## config.mk

```make
export PLATFORM = sky130hd
export DESIGN_NAME = rtw_host
export DESIGN_NICKNAME = d
export VERILOG_FILES = /design/src/logic/rtw_pkg.sv /design/src/logic/rtw_host.sv
export SDC_FILE = /design/constraint.sdc
export NUM_CORES = 1
export LEC_CHECK = 0
export BUFFER_PORTS_ARGS = -buffer_cell sky130_fd_sc_hd__buf_2
export CAP_MARGIN = 0
export CORE_ASPECT_RATIO = 0.5
export CORE_MARGIN = 2
export CORE_UTILIZATION = 55
export DETAILED_ROUTE_END_ITERATION = 6
export PLACE_DENSITY_LB_ADDON = 0.25
export SLEW_MARGIN = 20
export SYNTH_ARGS = -nofsm -noshare
export SYNTH_HDL_FRONTEND = slang
export SYNTH_SLANG_ARGS = --single-unit
```

## constraint.sdc

```tcl
create_clock -name mclk -period 3.8 [get_ports mclk]
set_clock_uncertainty 0.05 [all_clocks]
set_input_delay 0.38 -clock mclk [delete_from_list [all_inputs] [get_ports mclk]]
set_output_delay 0.38 -clock mclk [all_outputs]
set_load 0.01 [all_outputs]
```

## src/logic/rtw_pkg.sv

```systemverilog
// Purpose: constants shared by the two-wire clock-chip host controller
// Assumes: 50 MHz mclk, 250 kHz serial clock
// Notes: cycle counts derive from times and the clock rate
package rtw_pkg;

   // clock rates and derived quarter-bit length
   localparam int MCLK_HZ = 50_000_000;
   localparam int CLK_NS = 20;
   localparam int SCL_HZ = 250_000;
   localparam logic [11:0] QUARTER_CYC = 12'(MCLK_HZ / (4 * SCL_HZ));

   // least idle time after a stop before a new start
   localparam int STOP_GAP_NS = 62_000;
   localparam logic [11:0] STOP_GAP_CYC =
      12'((STOP_GAP_NS + CLK_NS - 1) / CLK_NS);

   // longest allowed access from first start to stop
   localparam int ACCESS_MS = 500;
   localparam int ACCESS_CYC = ACCESS_MS * (MCLK_HZ / 1000);

   // byte-level command codes on the user port
   localparam logic [1:0] CMD_START = 2'h0;
   localparam logic [1:0] CMD_WRITE = 2'h1;
   localparam logic [1:0] CMD_READ = 2'h2;
   localparam logic [1:0] CMD_STOP = 2'h3;

   // device addressing and second-byte layout
   localparam logic [6:0] RTC_ADDR = 7'h32;
   localparam logic RW_READ = 1'h1;
   localparam logic RW_WRITE = 1'h0;
   localparam int PTR_MSB = 7;
   localparam int PTR_LSB = 4;
   localparam int FMT_MSB = 3;
   localparam int FMT_LSB = 0;
   localparam logic [3:0] FMT_PLAIN = 4'h0;
   localparam logic [3:0] FMT_READ_NOW = 4'h4;
   localparam logic [3:0] PTR_DEFAULT = 4'hF;

   // bits per byte, counting down to the acknowledge slot
   localparam logic [3:0] BITS_FIRST = 4'h8;

endpackage : rtw_pkg

```

## src/logic/rtw_host.sv

```systemverilog
// Purpose: host-side master for the two-wire port of a real-time clock
// Assumes: open-drain pins resolved outside; ce high for normal running
// Notes: byte-level commands; user composes address and pointer bytes
`timescale 1ns/1ns
module rtw_host
   import rtw_pkg::*;
#(
   parameter int ACC_LIMIT = ACCESS_CYC
) (
   // clock, reset, enable
   input wire logic mclk,
   input wire logic rst,
   input wire logic ce,
   // command request
   input wire logic cmd_valid,
   input wire logic [1:0] cmd_code,
   input wire logic [7:0] cmd_data,
   input wire logic cmd_ack,
   output logic cmd_ready,
   // command answer
   output logic rsp_valid,
   output logic [7:0] rsp_data,
   output logic rsp_acked,
   // access status
   output logic in_access,
   output logic acc_overrun,
   // serial clock pin, open drain
   input wire logic scl_i,
   output logic scl_o,
   output logic scl_oe,
   // serial data pin, open drain
   input wire logic sda_i,
   output logic sda_o,
   output logic sda_oe
);

   localparam int ACC_W = $clog2(ACC_LIMIT + 1);
   localparam logic [ACC_W-1:0] ACC_LAST = ACC_W'(ACC_LIMIT - 1);
   localparam logic [11:0] Q_LAST = QUARTER_CYC - 12'h001;
   localparam logic [11:0] GAP_LAST = STOP_GAP_CYC - 12'h001;

   typedef enum logic [2:0] {
      ST_IDLE = 3'b000,
      ST_START = 3'b001,
      ST_BIT = 3'b010,
      ST_STOP = 3'b011,
      ST_GAP = 3'b100
   } rtw_state_e;

   typedef struct packed {
      rtw_state_e st;
      logic [1:0] ph;
      logic [11:0] cnt;
      logic [3:0] bidx;
      logic [7:0] sh;
      logic [1:0] code;
      logic ackbit;
      logic rdy;
      logic rsp_valid;
      logic [7:0] rsp_data;
      logic rsp_acked;
      logic in_acc;
      logic overrun;
      logic [ACC_W-1:0] acc_t;
      logic scl_oe;
      logic sda_oe;
      logic pin_lo;
      logic sda_m;
      logic sda_s;
      logic scl_m;
      logic scl_s;
   } rtw_reg_s;

   localparam rtw_reg_s RST_VAL = '{
      st: ST_IDLE,
      ph: 2'h0,
      cnt: 12'h000,
      bidx: 4'h0,
      sh: 8'h00,
      code: 2'h0,
      ackbit: 1'b0,
      rdy: 1'b1,
      rsp_valid: 1'b0,
      rsp_data: 8'h00,
      rsp_acked: 1'b0,
      in_acc: 1'b0,
      overrun: 1'b0,
      acc_t: '0,
      scl_oe: 1'b0,
      sda_oe: 1'b0,
      pin_lo: 1'b0,
      sda_m: 1'b1,
      sda_s: 1'b1,
      scl_m: 1'b1,
      scl_s: 1'b1
   };

   rtw_reg_s q;
   rtw_reg_s d;

   // quarter timer expires; phase 1 also waits for SCL to read high
   function automatic logic quarter_done(input logic [11:0] cnt,
                                         input logic [1:0] ph,
                                         input logic scl_hi);
      quarter_done = (cnt == Q_LAST) && (ph != 2'h1 || scl_hi);
   endfunction : quarter_done

   // next state of all registers
   always_comb begin
      d = q;
      if (ce) begin
         d.rsp_valid = 1'b0;
         // pins pass two flops before any logic looks at them
         d.sda_m = sda_i;
         d.sda_s = q.sda_m;
         d.scl_m = scl_i;
         d.scl_s = q.scl_m;
         // access budget counted from the first start only
         if (q.in_acc && !q.overrun) begin
            if (q.acc_t == ACC_LAST) begin
               d.overrun = 1'b1;
            end else begin
               d.acc_t = q.acc_t + 1'b1;
            end
         end
         // quarter-bit timer, held at its end while SCL is stretched
         if (q.st != ST_IDLE && q.st != ST_GAP) begin
            if (quarter_done(q.cnt, q.ph, q.scl_s)) begin
               d.cnt = 12'h000;
               d.ph = q.ph + 2'h1;
            end else if (q.cnt != Q_LAST) begin
               d.cnt = q.cnt + 12'h001;
            end
         end
         case (q.st)
            ST_IDLE: begin
               if (cmd_valid && q.rdy) begin
                  d.rdy = 1'b0;
                  d.cnt = 12'h000;
                  d.ph = 2'h0;
                  d.code = cmd_code;
                  d.sh = cmd_data;
                  d.ackbit = cmd_ack;
                  d.bidx = BITS_FIRST;
                  case (cmd_code)
                     CMD_START: begin
                        d.st = ST_START;
                        // a repeated start keeps the running budget
                        if (!q.in_acc) begin
                           d.acc_t = '0;
                           d.overrun = 1'b0;
                        end
                        d.in_acc = 1'b1;
                     end
                     CMD_STOP: d.st = ST_STOP;
                     default: begin
                        d.st = ST_BIT;
                     end
                  endcase
               end
            end
            ST_START: begin
               // release SDA, raise SCL, pull SDA low, pull SCL low
               case (q.ph)
                  2'h0: d.sda_oe = 1'b0;
                  2'h1: d.scl_oe = 1'b0;
                  2'h2: d.sda_oe = 1'b1;
                  default: begin
                     d.scl_oe = 1'b1;
                     if (quarter_done(q.cnt, q.ph, q.scl_s)) begin
                        d.st = ST_IDLE;
                        d.rdy = 1'b1;
                        d.rsp_valid = 1'b1;
                        d.rsp_acked = 1'b0;
                     end
                  end
               endcase
            end
            ST_BIT: begin
               case (q.ph)
                  2'h0: begin
                     d.scl_oe = 1'b1;
                     if (q.code == CMD_WRITE) begin
                        // data MSB first, then let go for the ack slot
                        d.sda_oe = (q.bidx != 4'h0) && !q.sh[7];
                     end else begin
                        // acknowledge, or withhold it after the last byte
                        d.sda_oe = (q.bidx == 4'h0) && q.ackbit;
                     end
                  end
                  2'h1: d.scl_oe = 1'b0;
                  2'h2: begin
                     if (quarter_done(q.cnt, q.ph, q.scl_s)) begin
                        if (q.bidx != 4'h0) begin
                           d.sh = {q.sh[6:0], q.sda_s};
                        end else begin
                           d.rsp_acked = !q.sda_s;
                        end
                     end
                  end
                  default: begin
                     d.scl_oe = 1'b1;
                     if (quarter_done(q.cnt, q.ph, q.scl_s)) begin
                        if (q.bidx == 4'h0) begin
                           // drop a held acknowledge a quarter after the fall
                           d.sda_oe = 1'b0;
                           d.st = ST_IDLE;
                           d.rdy = 1'b1;
                           d.rsp_valid = 1'b1;
                           d.rsp_data = q.sh;
                        end else begin
                           d.bidx = q.bidx - 4'h1;
                        end
                     end
                  end
               endcase
            end
            ST_STOP: begin
               // pull SDA low, raise SCL, release SDA
               case (q.ph)
                  2'h0: begin
                     d.sda_oe = 1'b1;
                     d.scl_oe = 1'b1;
                  end
                  2'h1: d.scl_oe = 1'b0;
                  2'h2: d.sda_oe = 1'b0;
                  default: begin
                     if (quarter_done(q.cnt, q.ph, q.scl_s)) begin
                        d.st = ST_GAP;
                        d.cnt = 12'h000;
                        d.in_acc = 1'b0;
                     end
                  end
               endcase
            end
            ST_GAP: begin
               // bus idle time before the next start may go out
               if (q.cnt == GAP_LAST) begin
                  d.st = ST_IDLE;
                  d.rdy = 1'b1;
                  d.rsp_valid = 1'b1;
                  d.rsp_acked = 1'b0;
               end else begin
                  d.cnt = q.cnt + 12'h001;
               end
            end
            default: begin
               d = RST_VAL;
            end
         endcase
      end
   end

   // state register
   always_ff @(posedge mclk) begin
      if (rst) begin
         q <= RST_VAL;
      end else begin
         q <= d;
      end
   end

   // outputs straight from the state register
   assign cmd_ready = q.rdy;
   assign rsp_valid = q.rsp_valid;
   assign rsp_data = q.rsp_data;
   assign rsp_acked = q.rsp_acked;
   assign in_access = q.in_acc;
   assign acc_overrun = q.overrun;
   assign scl_o = q.pin_lo;
   assign scl_oe = q.scl_oe;
   assign sda_o = q.pin_lo;
   assign sda_oe = q.sda_oe;

   // start edge lands while SCL is released
   a_start_scl_high: assert property (
      @(posedge mclk) disable iff (rst)
      (q.st == ST_START && q.ph == 2'h2 && q.sda_oe) |-> !q.scl_oe)
      else $error("start SDA fall without SCL high");

   // stop edge lands while SCL is released
   a_stop_scl_high: assert property (
      @(posedge mclk) disable iff (rst)
      (q.st == ST_STOP && q.ph == 2'h3) |-> (!q.scl_oe && !q.sda_oe))
      else $error("stop not held with both lines released");

   // SDA never moves while SCL is high during a bit
   a_bit_sda_steady: assert property (
      @(posedge mclk) disable iff (rst)
      (q.st == ST_BIT && q.ph == 2'h2) |-> $stable(q.sda_oe))
      else $error("SDA changed while SCL high");

   // master lets go of SDA in the slot where the device acknowledges
   a_ack_release: assert property (
      @(posedge mclk) disable iff (rst)
      (q.st == ST_BIT && q.code == CMD_WRITE && q.bidx == 4'h0
       && q.ph != 2'h0) |-> !q.sda_oe)
      else $error("SDA driven in write ack slot");

   // last read byte leaves SDA released in its ack slot
   a_last_nack: assert property (
      @(posedge mclk) disable iff (rst)
      (q.st == ST_BIT && q.code == CMD_READ && q.bidx == 4'h0
       && !q.ackbit && q.ph != 2'h0) |-> !q.sda_oe)
      else $error("acknowledge sent on final read byte");

   // no start request taken during the gap after a stop
   a_gap_blocks: assert property (
      @(posedge mclk) disable iff (rst)
      (q.st == ST_GAP) |-> !q.rdy)
      else $error("ready during post-stop gap");

   // gap lasts exactly its cycle count
   a_gap_length: assert property (
      @(posedge mclk) disable iff (rst)
      ($past(q.st) == ST_GAP && q.st == ST_IDLE)
      |-> $past(q.cnt) == GAP_LAST)
      else $error("post-stop gap cut short");

   // repeated start keeps the access budget running
   a_restart_keeps: assert property (
      @(posedge mclk) disable iff (rst)
      (q.st == ST_START && $past(q.st) == ST_IDLE && $past(q.in_acc))
      |-> q.acc_t >= $past(q.acc_t))
      else $error("repeated start reset access timer");

   // overrun raised once the budget is spent
   a_overrun_flag: assert property (
      @(posedge mclk) disable iff (rst)
      (ce && q.in_acc && !q.overrun && q.acc_t == ACC_LAST)
      |=> q.overrun)
      else $error("access overrun not flagged");

   // answer is a single-cycle pulse
   a_rsp_pulse: assert property (
      @(posedge mclk) disable iff (rst)
      (ce && q.rsp_valid) |=> !q.rsp_valid)
      else $error("answer pulse longer than one cycle");

endmodule : rtw_host

```

# Word-level counts from Yosys, hierarchy flattened
# Cells that the tools add are included.
[totals] register_bits=76 out_inout_bits=17 elab_cells=167
[op_classes] n_addsub=4 eq_ne=36 muxes=63 bitwise=7 n_reduce_logical=37
[op_table] op="12-bit 2-to-1 mux" n=5
[op_table] op="27-bit 2-to-1 mux" n=2
[op_table] op="26-bit 2-to-1 mux" n=2
[op_table] op="26-bit case mux with 2 select lines" n=1
[op_table] op="12-bit case mux with 4 select lines" n=1
[op_table] op="12-bit case mux with 3 select lines" n=1
[op_table] op="33-bit 2-to-1 mux" n=1
[op_table] op="10-bit 2-to-1 mux" n=3
[op_table] op="2-bit != test (second input constant)" n=15
[op_table] op="25-bit by 1-bit adder with 25-bit output (second input constant)" n=1
[op_table] op="25-bit == test (second input constant)" n=1
[op_table] op="25-bit 2-to-1 mux" n=1
[op_table] op="3-bit 2-to-1 mux" n=8
[op_table] op="8-bit 2-to-1 mux" n=3
[op_table] op="6-bit AND reduction" n=3
[op_table] op="4-bit 2-to-1 mux" n=4
[op_table] op="8-bit case mux with 2 select lines" n=1
[op_table] op="3-bit case mux with 5 select lines" n=1
[op_table] op="14-bit 2-to-1 mux" n=1
[op_table] op="12-bit by 1-bit adder with 12-bit output (second input constant)" n=1
[op_table] op="12-bit == test (second input constant)" n=1
[op_table] op="12-bit by 6-bit == test with 1-bit output (second input constant)" n=1
[op_table] op="12-bit by 6-bit != test with 1-bit output (second input constant)" n=1
[op_table] op="1-bit case mux with 2 select lines" n=6
[op_table] op="other kinds (38)" n=82

# Depth between registers and ports, before layout
[depth] ltp_word=8 mapped_depth=9

# Worst setup path before layout
# OpenSTA, ideal clock, no wires.
[synth_path] path_type="reg-to-reg" startpoint="register q[60] (netlist name)" endpoint="register q[62] (netlist name)" setup_ns=0.117 arrival_time_ns=2.253 required_time_ns=3.633 path_slack_ns=1.380 stages_incl_launch_ff=8 synth_period_minus_slack_ns=2.420 cell_sequence="dfxtp_1 ha_1 or4b_4 or3b_4 or2_1 a32oi_1 nand2_1 a32o_1"
[synth_between] elab_chain_len=7 elab_cells_between_ends=13 cone_classes="add/sub: 1; eq/ne: 3; mux: 8; reduce/logical: 1"
[synth_lines] item="start, declared" line="rtw_host.sv:98" rtl="rtw_reg_s q;"
[synth_lines] item="start signal, assigned" line="rtw_host.sv:257" rtl="q <= RST_VAL;"
[synth_lines] item="start signal, assigned" line="rtw_host.sv:259" rtl="q <= d;"
[synth_lines] item="12-bit by 1-bit adder with 12-bit output (tied with other cells)" line="rtw_host.sv:132, rtw_host.sv:244"
[synth_lines] item="12-bit 2-to-1 mux / 1-bit logical AND (equally long branches)" line="rtw_host.sv:131, rtw_host.sv:105"
[synth_lines] item="12-bit 2-to-1 mux" line="rtw_host.sv:128" rtl="if (quarter_done(q.cnt, q.ph, q.scl_s)) begin"
[synth_lines] item="14-bit 2-to-1 mux" line="rtw_host.sv:127" rtl="if (q.st != ST_IDLE && q.st != ST_GAP) begin"
[synth_lines] item="12-bit 2-to-1 mux" line="rtw_host.sv:228" rtl="if (quarter_done(q.cnt, q.ph, q.scl_s)) begin"
[synth_lines] item="12-bit 2-to-1 mux" line="rtw_host.sv:220" rtl="case (q.ph)"
[synth_lines] item="12-bit case mux with 4 select lines *" line="rtw_host.sv:135" rtl="case (q.st)"
# Every way passes the cells marked *; elsewhere a longest branch is shown, timed or not. The select of a mux whose other input is x is not followed.
# A chain may end at the register's enable or synchronous reset.

# Worst setup path in the final report
[layout_path] startpoint="register q[75] (netlist name)" endpoint="register q[12] (netlist name)"
[layout_between] elab_chain_len=3 elab_cells_between_ends=7 cone_classes="eq/ne: 4; mux: 1; reduce/logical: 2"
[layout_lines] item="3-bit == test (tied with other cells)" line="rtw_host.sv:135"
[layout_lines] item="4-bit OR reduction (no line)"
[layout_lines] item="26-bit case mux with 2 select lines *" line="rtw_host.sv:135"
# Every way passes the cells marked *; elsewhere a longest branch is shown, timed or not.

==> impl_results.html <==
<table>
<tr><th>Metric</th><th>Value</th></tr>
<tr><th colspan="2">Routing</th></tr>
<tr><td>Average wire length per cell after detail routing</td><td>16.0 um</td></tr>
<tr><td>Highest layer used for signal routing</td><td>met4</td></tr>
<tr><td>Via Count</td><td>4117</td></tr>
<tr><td>Length of routed met2 wiring</td><td>4760 um</td></tr>
<tr><td>Vias per cell</td><td>6.27</td></tr>
<tr><td>First-iteration detailed-routing DRC count</td><td>408</td></tr>
<tr><td>Met1 routed wirelength after detailed routing</td><td>5080 um</td></tr>
<tr><td>First drt pass iteration count</td><td>5</td></tr>
<tr><td>Post-route DRC violation count</td><td>0</td></tr>
<tr><td>Number of routed nets with antenna violations</td><td>0</td></tr>
<tr><td>Aggregate routed wire length</td><td>10500 um</td></tr>
<tr><td>DR WL met3</td><td>511 um</td></tr>
<tr><th colspan="2">Pwr</th></tr>
<tr><td>Fraction of power spent switching nets</td><td>0.295</td></tr>
<tr><td>Total power after layout</td><td>2.10 mW</td></tr>
<tr><td>Leakage power of the design</td><td>1.81 nW</td></tr>
<tr><td>Highest ir drop seen on vdd</td><td>0.217 mV</td></tr>
<tr><td>Switch Pwr</td><td>0.619 mW</td></tr>
<tr><td>Power per cell area</td><td>438 nW/um^2</td></tr>
<tr><td>Part of the power in combinational logic</td><td>0.157</td></tr>
<tr><td>Clock network fraction of design power</td><td>0.422</td></tr>
<tr><td>Sequential fraction of design power</td><td>0.421</td></tr>
<tr><td>P_int</td><td>1.48 mW</td></tr>
<tr><th colspan="2">Logic synthesis</th></tr>
<tr><td>Most numerous cell in the Yosys netlist</td><td>sky130_fd_sc_hd__dfxtp_1</td></tr>
<tr><td>#FFs+latches synth</td><td>76</td></tr>
<tr><td>Most instantiated cells after synthesis</td><td>sky130_fd_sc_hd__dfxtp_1, sky130_fd_sc_hd__nand2_1, sky130_fd_sc_hd__nor2_1</td></tr>
<tr><td>Number of enable-type register cells in the synthesized netlist</td><td>0</td></tr>
<tr><td>Fraction of synthesized cell area taken by the top area cell type</td><td>0.351</td></tr>
<tr><td>Compound-gate portion of the synthesized area</td><td>0.260</td></tr>
<tr><td>Post-synthesis xor/xnor area fraction</td><td>0.00807</td></tr>
<tr><td>Synthesis Warnings</td><td>0</td></tr>
<tr><td>Fraction of the mapped netlist area in adder cells</td><td>0.0259</td></tr>
<tr><td>Syn avg cell area</td><td>8.14 um^2</td></tr>
<tr><td>Synth area leader</td><td>sky130_fd_sc_hd__dfxtp_1</td></tr>
<tr><td>Multiplexer share of the synthesized area</td><td>0.0144</td></tr>
<tr><td>Simple-gate share of the synthesized area</td><td>0.283</td></tr>
<tr><td>Synth unique cells</td><td>75</td></tr>
<tr><td>Primary FF master, synth</td><td>sky130_fd_sc_hd__dfxtp_1</td></tr>
<tr><td>Fraction of synthesis flops using an asynchronous set or reset pin</td><td>0</td></tr>
<tr><td>Post-synthesis instance area</td><td>4340 um^2</td></tr>
<tr><td>Sequential element share of the synthesized area</td><td>0.351</td></tr>
<tr><td>Post-synthesis instance total</td><td>533</td></tr>
<tr><td>Combinational family with the most area after synthesis</td><td>simple AND/OR/NAND/NOR gates</td></tr>
<tr><td>Synth top area cells</td><td>sky130_fd_sc_hd__dfxtp_1, sky130_fd_sc_hd__nand2_1, sky130_fd_sc_hd__nor2_1</td></tr>
<tr><th colspan="2">Place</th></tr>
<tr><td>Placed wire-length estimate after detailed placement</td><td>7250 um</td></tr>
<tr><td>Placed cell area</td><td>4470 um^2</td></tr>
<tr><td>Count of placed standard cells including taps</td><td>641</td></tr>
<tr><td>Number of port buffers</td><td>31</td></tr>
<tr><td>Setup WS pre-CTS</td><td>1.08 ns</td></tr>
<tr><td>Gpl congestion</td><td>0.907</td></tr>
<tr><th colspan="2">Global routing</th></tr>
<tr><td>Pin count of the biggest net entering global routing</td><td>30</td></tr>
<tr><td>Global-route wire length before repair</td><td>17600 um</td></tr>
<tr><td>GR Util All Layers</td><td>0.258</td></tr>
<tr><td>Antenna violations before repair</td><td>0</td></tr>
<tr><td>Via count of the first global-routing pass</td><td>3686</td></tr>
<tr><td>Congestion Overflow GR</td><td>0</td></tr>
<tr><th colspan="2">Clock tree</th></tr>
<tr><td>Clock sink total</td><td>76</td></tr>
<tr><td>Count of hold-fix buffers inserted at cts</td><td>0</td></tr>
<tr><td>Post-cts gate resize count</td><td>0</td></tr>
<tr><td>Largest buffer count on any clock path</td><td>2</td></tr>
<tr><td>CTS HTree Levels</td><td>3</td></tr>
<tr><td>Clock slew at the register clock pins of the worst setup and hold paths</td><td>0.06 ns</td></tr>
<tr><td>Post-CTS Setup Repair Bufs</td><td>0</td></tr>
<tr><td>Num CTS Buffers</td><td>9</td></tr>
<tr><td>Buffer cell driving the clock tree root</td><td>sky130_fd_sc_hd__clkbuf_16</td></tr>
<tr><td>CTS tree</td><td>built</td></tr>
<tr><td>Worst-skew pair later-pin latency</td><td>0.34 ns</td></tr>
<tr><th colspan="2">Timing</th></tr>
<tr><td>Worst setup slack after layout</td><td>1.02 ns</td></tr>
<tr><td>Relative max-transition margin</td><td>0.455</td></tr>
<tr><td>Number of failing hold endpoints at the final stage</td><td>0</td></tr>
<tr><td>Hold Slack</td><td>0.217 ns</td></tr>
<tr><td>Final period util</td><td>0.732</td></tr>
<tr><td>Post-layout min period</td><td>2.78 ns</td></tr>
<tr><td>Fmax</td><td>0.360 GHz</td></tr>
<tr><td>Total setup violations reported at the end of the flow</td><td>0</td></tr>
<tr><td>Transition time of the tightest slew-check pin</td><td>0.816 ns</td></tr>
<tr><td>Unrepaired setup endpoints after global routing</td><td>false</td></tr>
<tr><td>Max-slew violation count</td><td>0</td></tr>
<tr><td>Setup_tns</td><td>0 ns</td></tr>
<tr><th colspan="2">Worst setup path</th></tr>
<tr><td>Max FO, Critical Path</td><td>25</td></tr>
<tr><td>Sort of element at the end of the critical path</td><td>flop</td></tr>
<tr><td>Arrival time of data at the critical path endpoint</td><td>3.00 ns</td></tr>
<tr><td>Kind of critical path</td><td>reg2reg</td></tr>
<tr><td>Sort of element at the start of the critical path</td><td>flop</td></tr>
<tr><td>CP required</td><td>4.02 ns</td></tr>
<tr><th colspan="2">Cells and area</th></tr>
<tr><td>Post-route core utilization</td><td>0.638</td></tr>
<tr><td>Number of nets in the layout</td><td>570</td></tr>
<tr><td>Fraction of layout cells with a size suffix above 1</td><td>0.135</td></tr>
<tr><td>Area delta synth-&gt;final</td><td>10.1%</td></tr>
<tr><td>Final Instance Area</td><td>4780 um^2</td></tr>
<tr><td>Number of standard cells in the final layout excluding fillers</td><td>657</td></tr>
<tr><td>Antenna diode count</td><td>0</td></tr>
<tr><th colspan="2">Die</th></tr>
<tr><td>Number of I/O pins</td><td>34</td></tr>
<tr><td>Die width</td><td>130 um</td></tr>
<tr><td>Die Y-Extent</td><td>66.8 um</td></tr>
<tr><td>Std-Cell Rows</td><td>22</td></tr>
<tr><td>Initial Util</td><td>0.580</td></tr>
<tr><td>Area of the placeable core</td><td>7490 um^2</td></tr>
<tr><td>Area of the die</td><td>8660 um^2</td></tr>
<tr><th colspan="2">Run status</th></tr>
<tr><td>Outcome</td><td>finished, final reports clean</td></tr>
<tr><th colspan="2">Flow run</th></tr>
<tr><td>Total of max-cap violations</td><td>0</td></tr>
<tr><th colspan="2">Min path</th></tr>
<tr><td>Worst Hold Class</td><td>in2reg</td></tr>
</table>
==> power by group through the flow <==
stage               clock (mW)  combinational (mW)  sequential (mW)
finish                   0.884               0.329            0.881
global route             0.933               0.365            0.886
CTS                      0.900               0.324            0.879
detailed placement           0               0.321            0.896
global placement             0               0.315            0.896
floorplan                    0               0.267            0.874
==> final timing paths <==
kind | depth (start not counted) | slack, ns | start | to
setup / recovery | 5 | 1.02 | q[75] | q[12]
hold / removal | 3 | 0.22 | sda_i | q[3]
setup reg to reg | 5 | 1.02 | q[75] | q[12]
hold reg to reg | 1 | 0.42 | q[29] | q[29]
==> kinds of logic after synthesis <==
family	count (synthesis)
AO/OA/AOI/OAI	159
other	1
adder cells (fa/ha/maj)	9
XOR/XNOR	4
AND/OR/NAND/NOR	228
buffers and inverters	50
multiplexers	6
flip-flops	76
==> state kept, by name, summed over array words and instances (netlist names) <==
| name | count |
|---|---|
| rsp_data | 8 |
| rsp_valid | 1 |
| rsp_acked | 1 |
| scl_oe | 1 |
| cmd_ready | 1 |
| in_access | 1 |
| sda_oe | 1 |
| q | 61 |
| acc_overrun | 1 |
==> layout make-up <==
class                           instances  area (um^2)
Clock buffer                            9          225
Clock inverter                          7         83.8
Fill cell                             674         2710
Inverter                               14         52.6
Multi-Input combinational cell        408         2580
Sequential cell                        76         1520
Tap cell                              108          135
Timing Repair Buffer                   35          185
==> cell usage in the layout (no fill, tap or decap), types with 5 or more instances in the layout <==
master,synthesis,final
sky130_fd_sc_hd__o21a_1,5,5
sky130_fd_sc_hd__nor4_1,11,11
sky130_fd_sc_hd__o311ai_0,6,6
sky130_fd_sc_hd__ha_1,9,9
sky130_fd_sc_hd__nand3_1,27,27
sky130_fd_sc_hd__nand2_1,57,57
sky130_fd_sc_hd__buf_2,6,31
sky130_fd_sc_hd__dfxtp_1,76,76
sky130_fd_sc_hd__a21oi_1,38,38
sky130_fd_sc_hd__o211a_1,5,5
sky130_fd_sc_hd__a31oi_1,5,5
sky130_fd_sc_hd__o21ai_0,19,19
sky130_fd_sc_hd__clkbuf_16,0,9
sky130_fd_sc_hd__a22o_1,8,8
sky130_fd_sc_hd__a211oi_1,10,10
sky130_fd_sc_hd__o211ai_1,12,12
sky130_fd_sc_hd__nor3_1,10,10
sky130_fd_sc_hd__and2_1,5,5
sky130_fd_sc_hd__nand4_1,11,11
sky130_fd_sc_hd__nor2_1,54,54
sky130_fd_sc_hd__a22oi_1,9,9
sky130_fd_sc_hd__inv_1,14,14
sky130_fd_sc_hd__nand2b_1,8,8
==> critical path, stage by stage (launching register included) <==
cell                      delay [ns]
sky130_fd_sc_hd__dfxtp_1        0.57
sky130_fd_sc_hd__o21ai_0        0.63
sky130_fd_sc_hd__nand3_1        0.27
sky130_fd_sc_hd__a21o_1         0.42
sky130_fd_sc_hd__or4_2          0.61
sky130_fd_sc_hd__o21ai_0        0.15
==> layer usage <==
| metal | up-vias | global-route usage |
|---|---|---|
| met5 | - | 0 |
| met2 | 108 | 0.425 |
| li1 | 2026 | - |
| met4 | 0 | 0.0901 |
| met3 | 19 | 0.0618 |
| met1 | 1964 | 0.334 |
(Power assumes the default switching activity.)
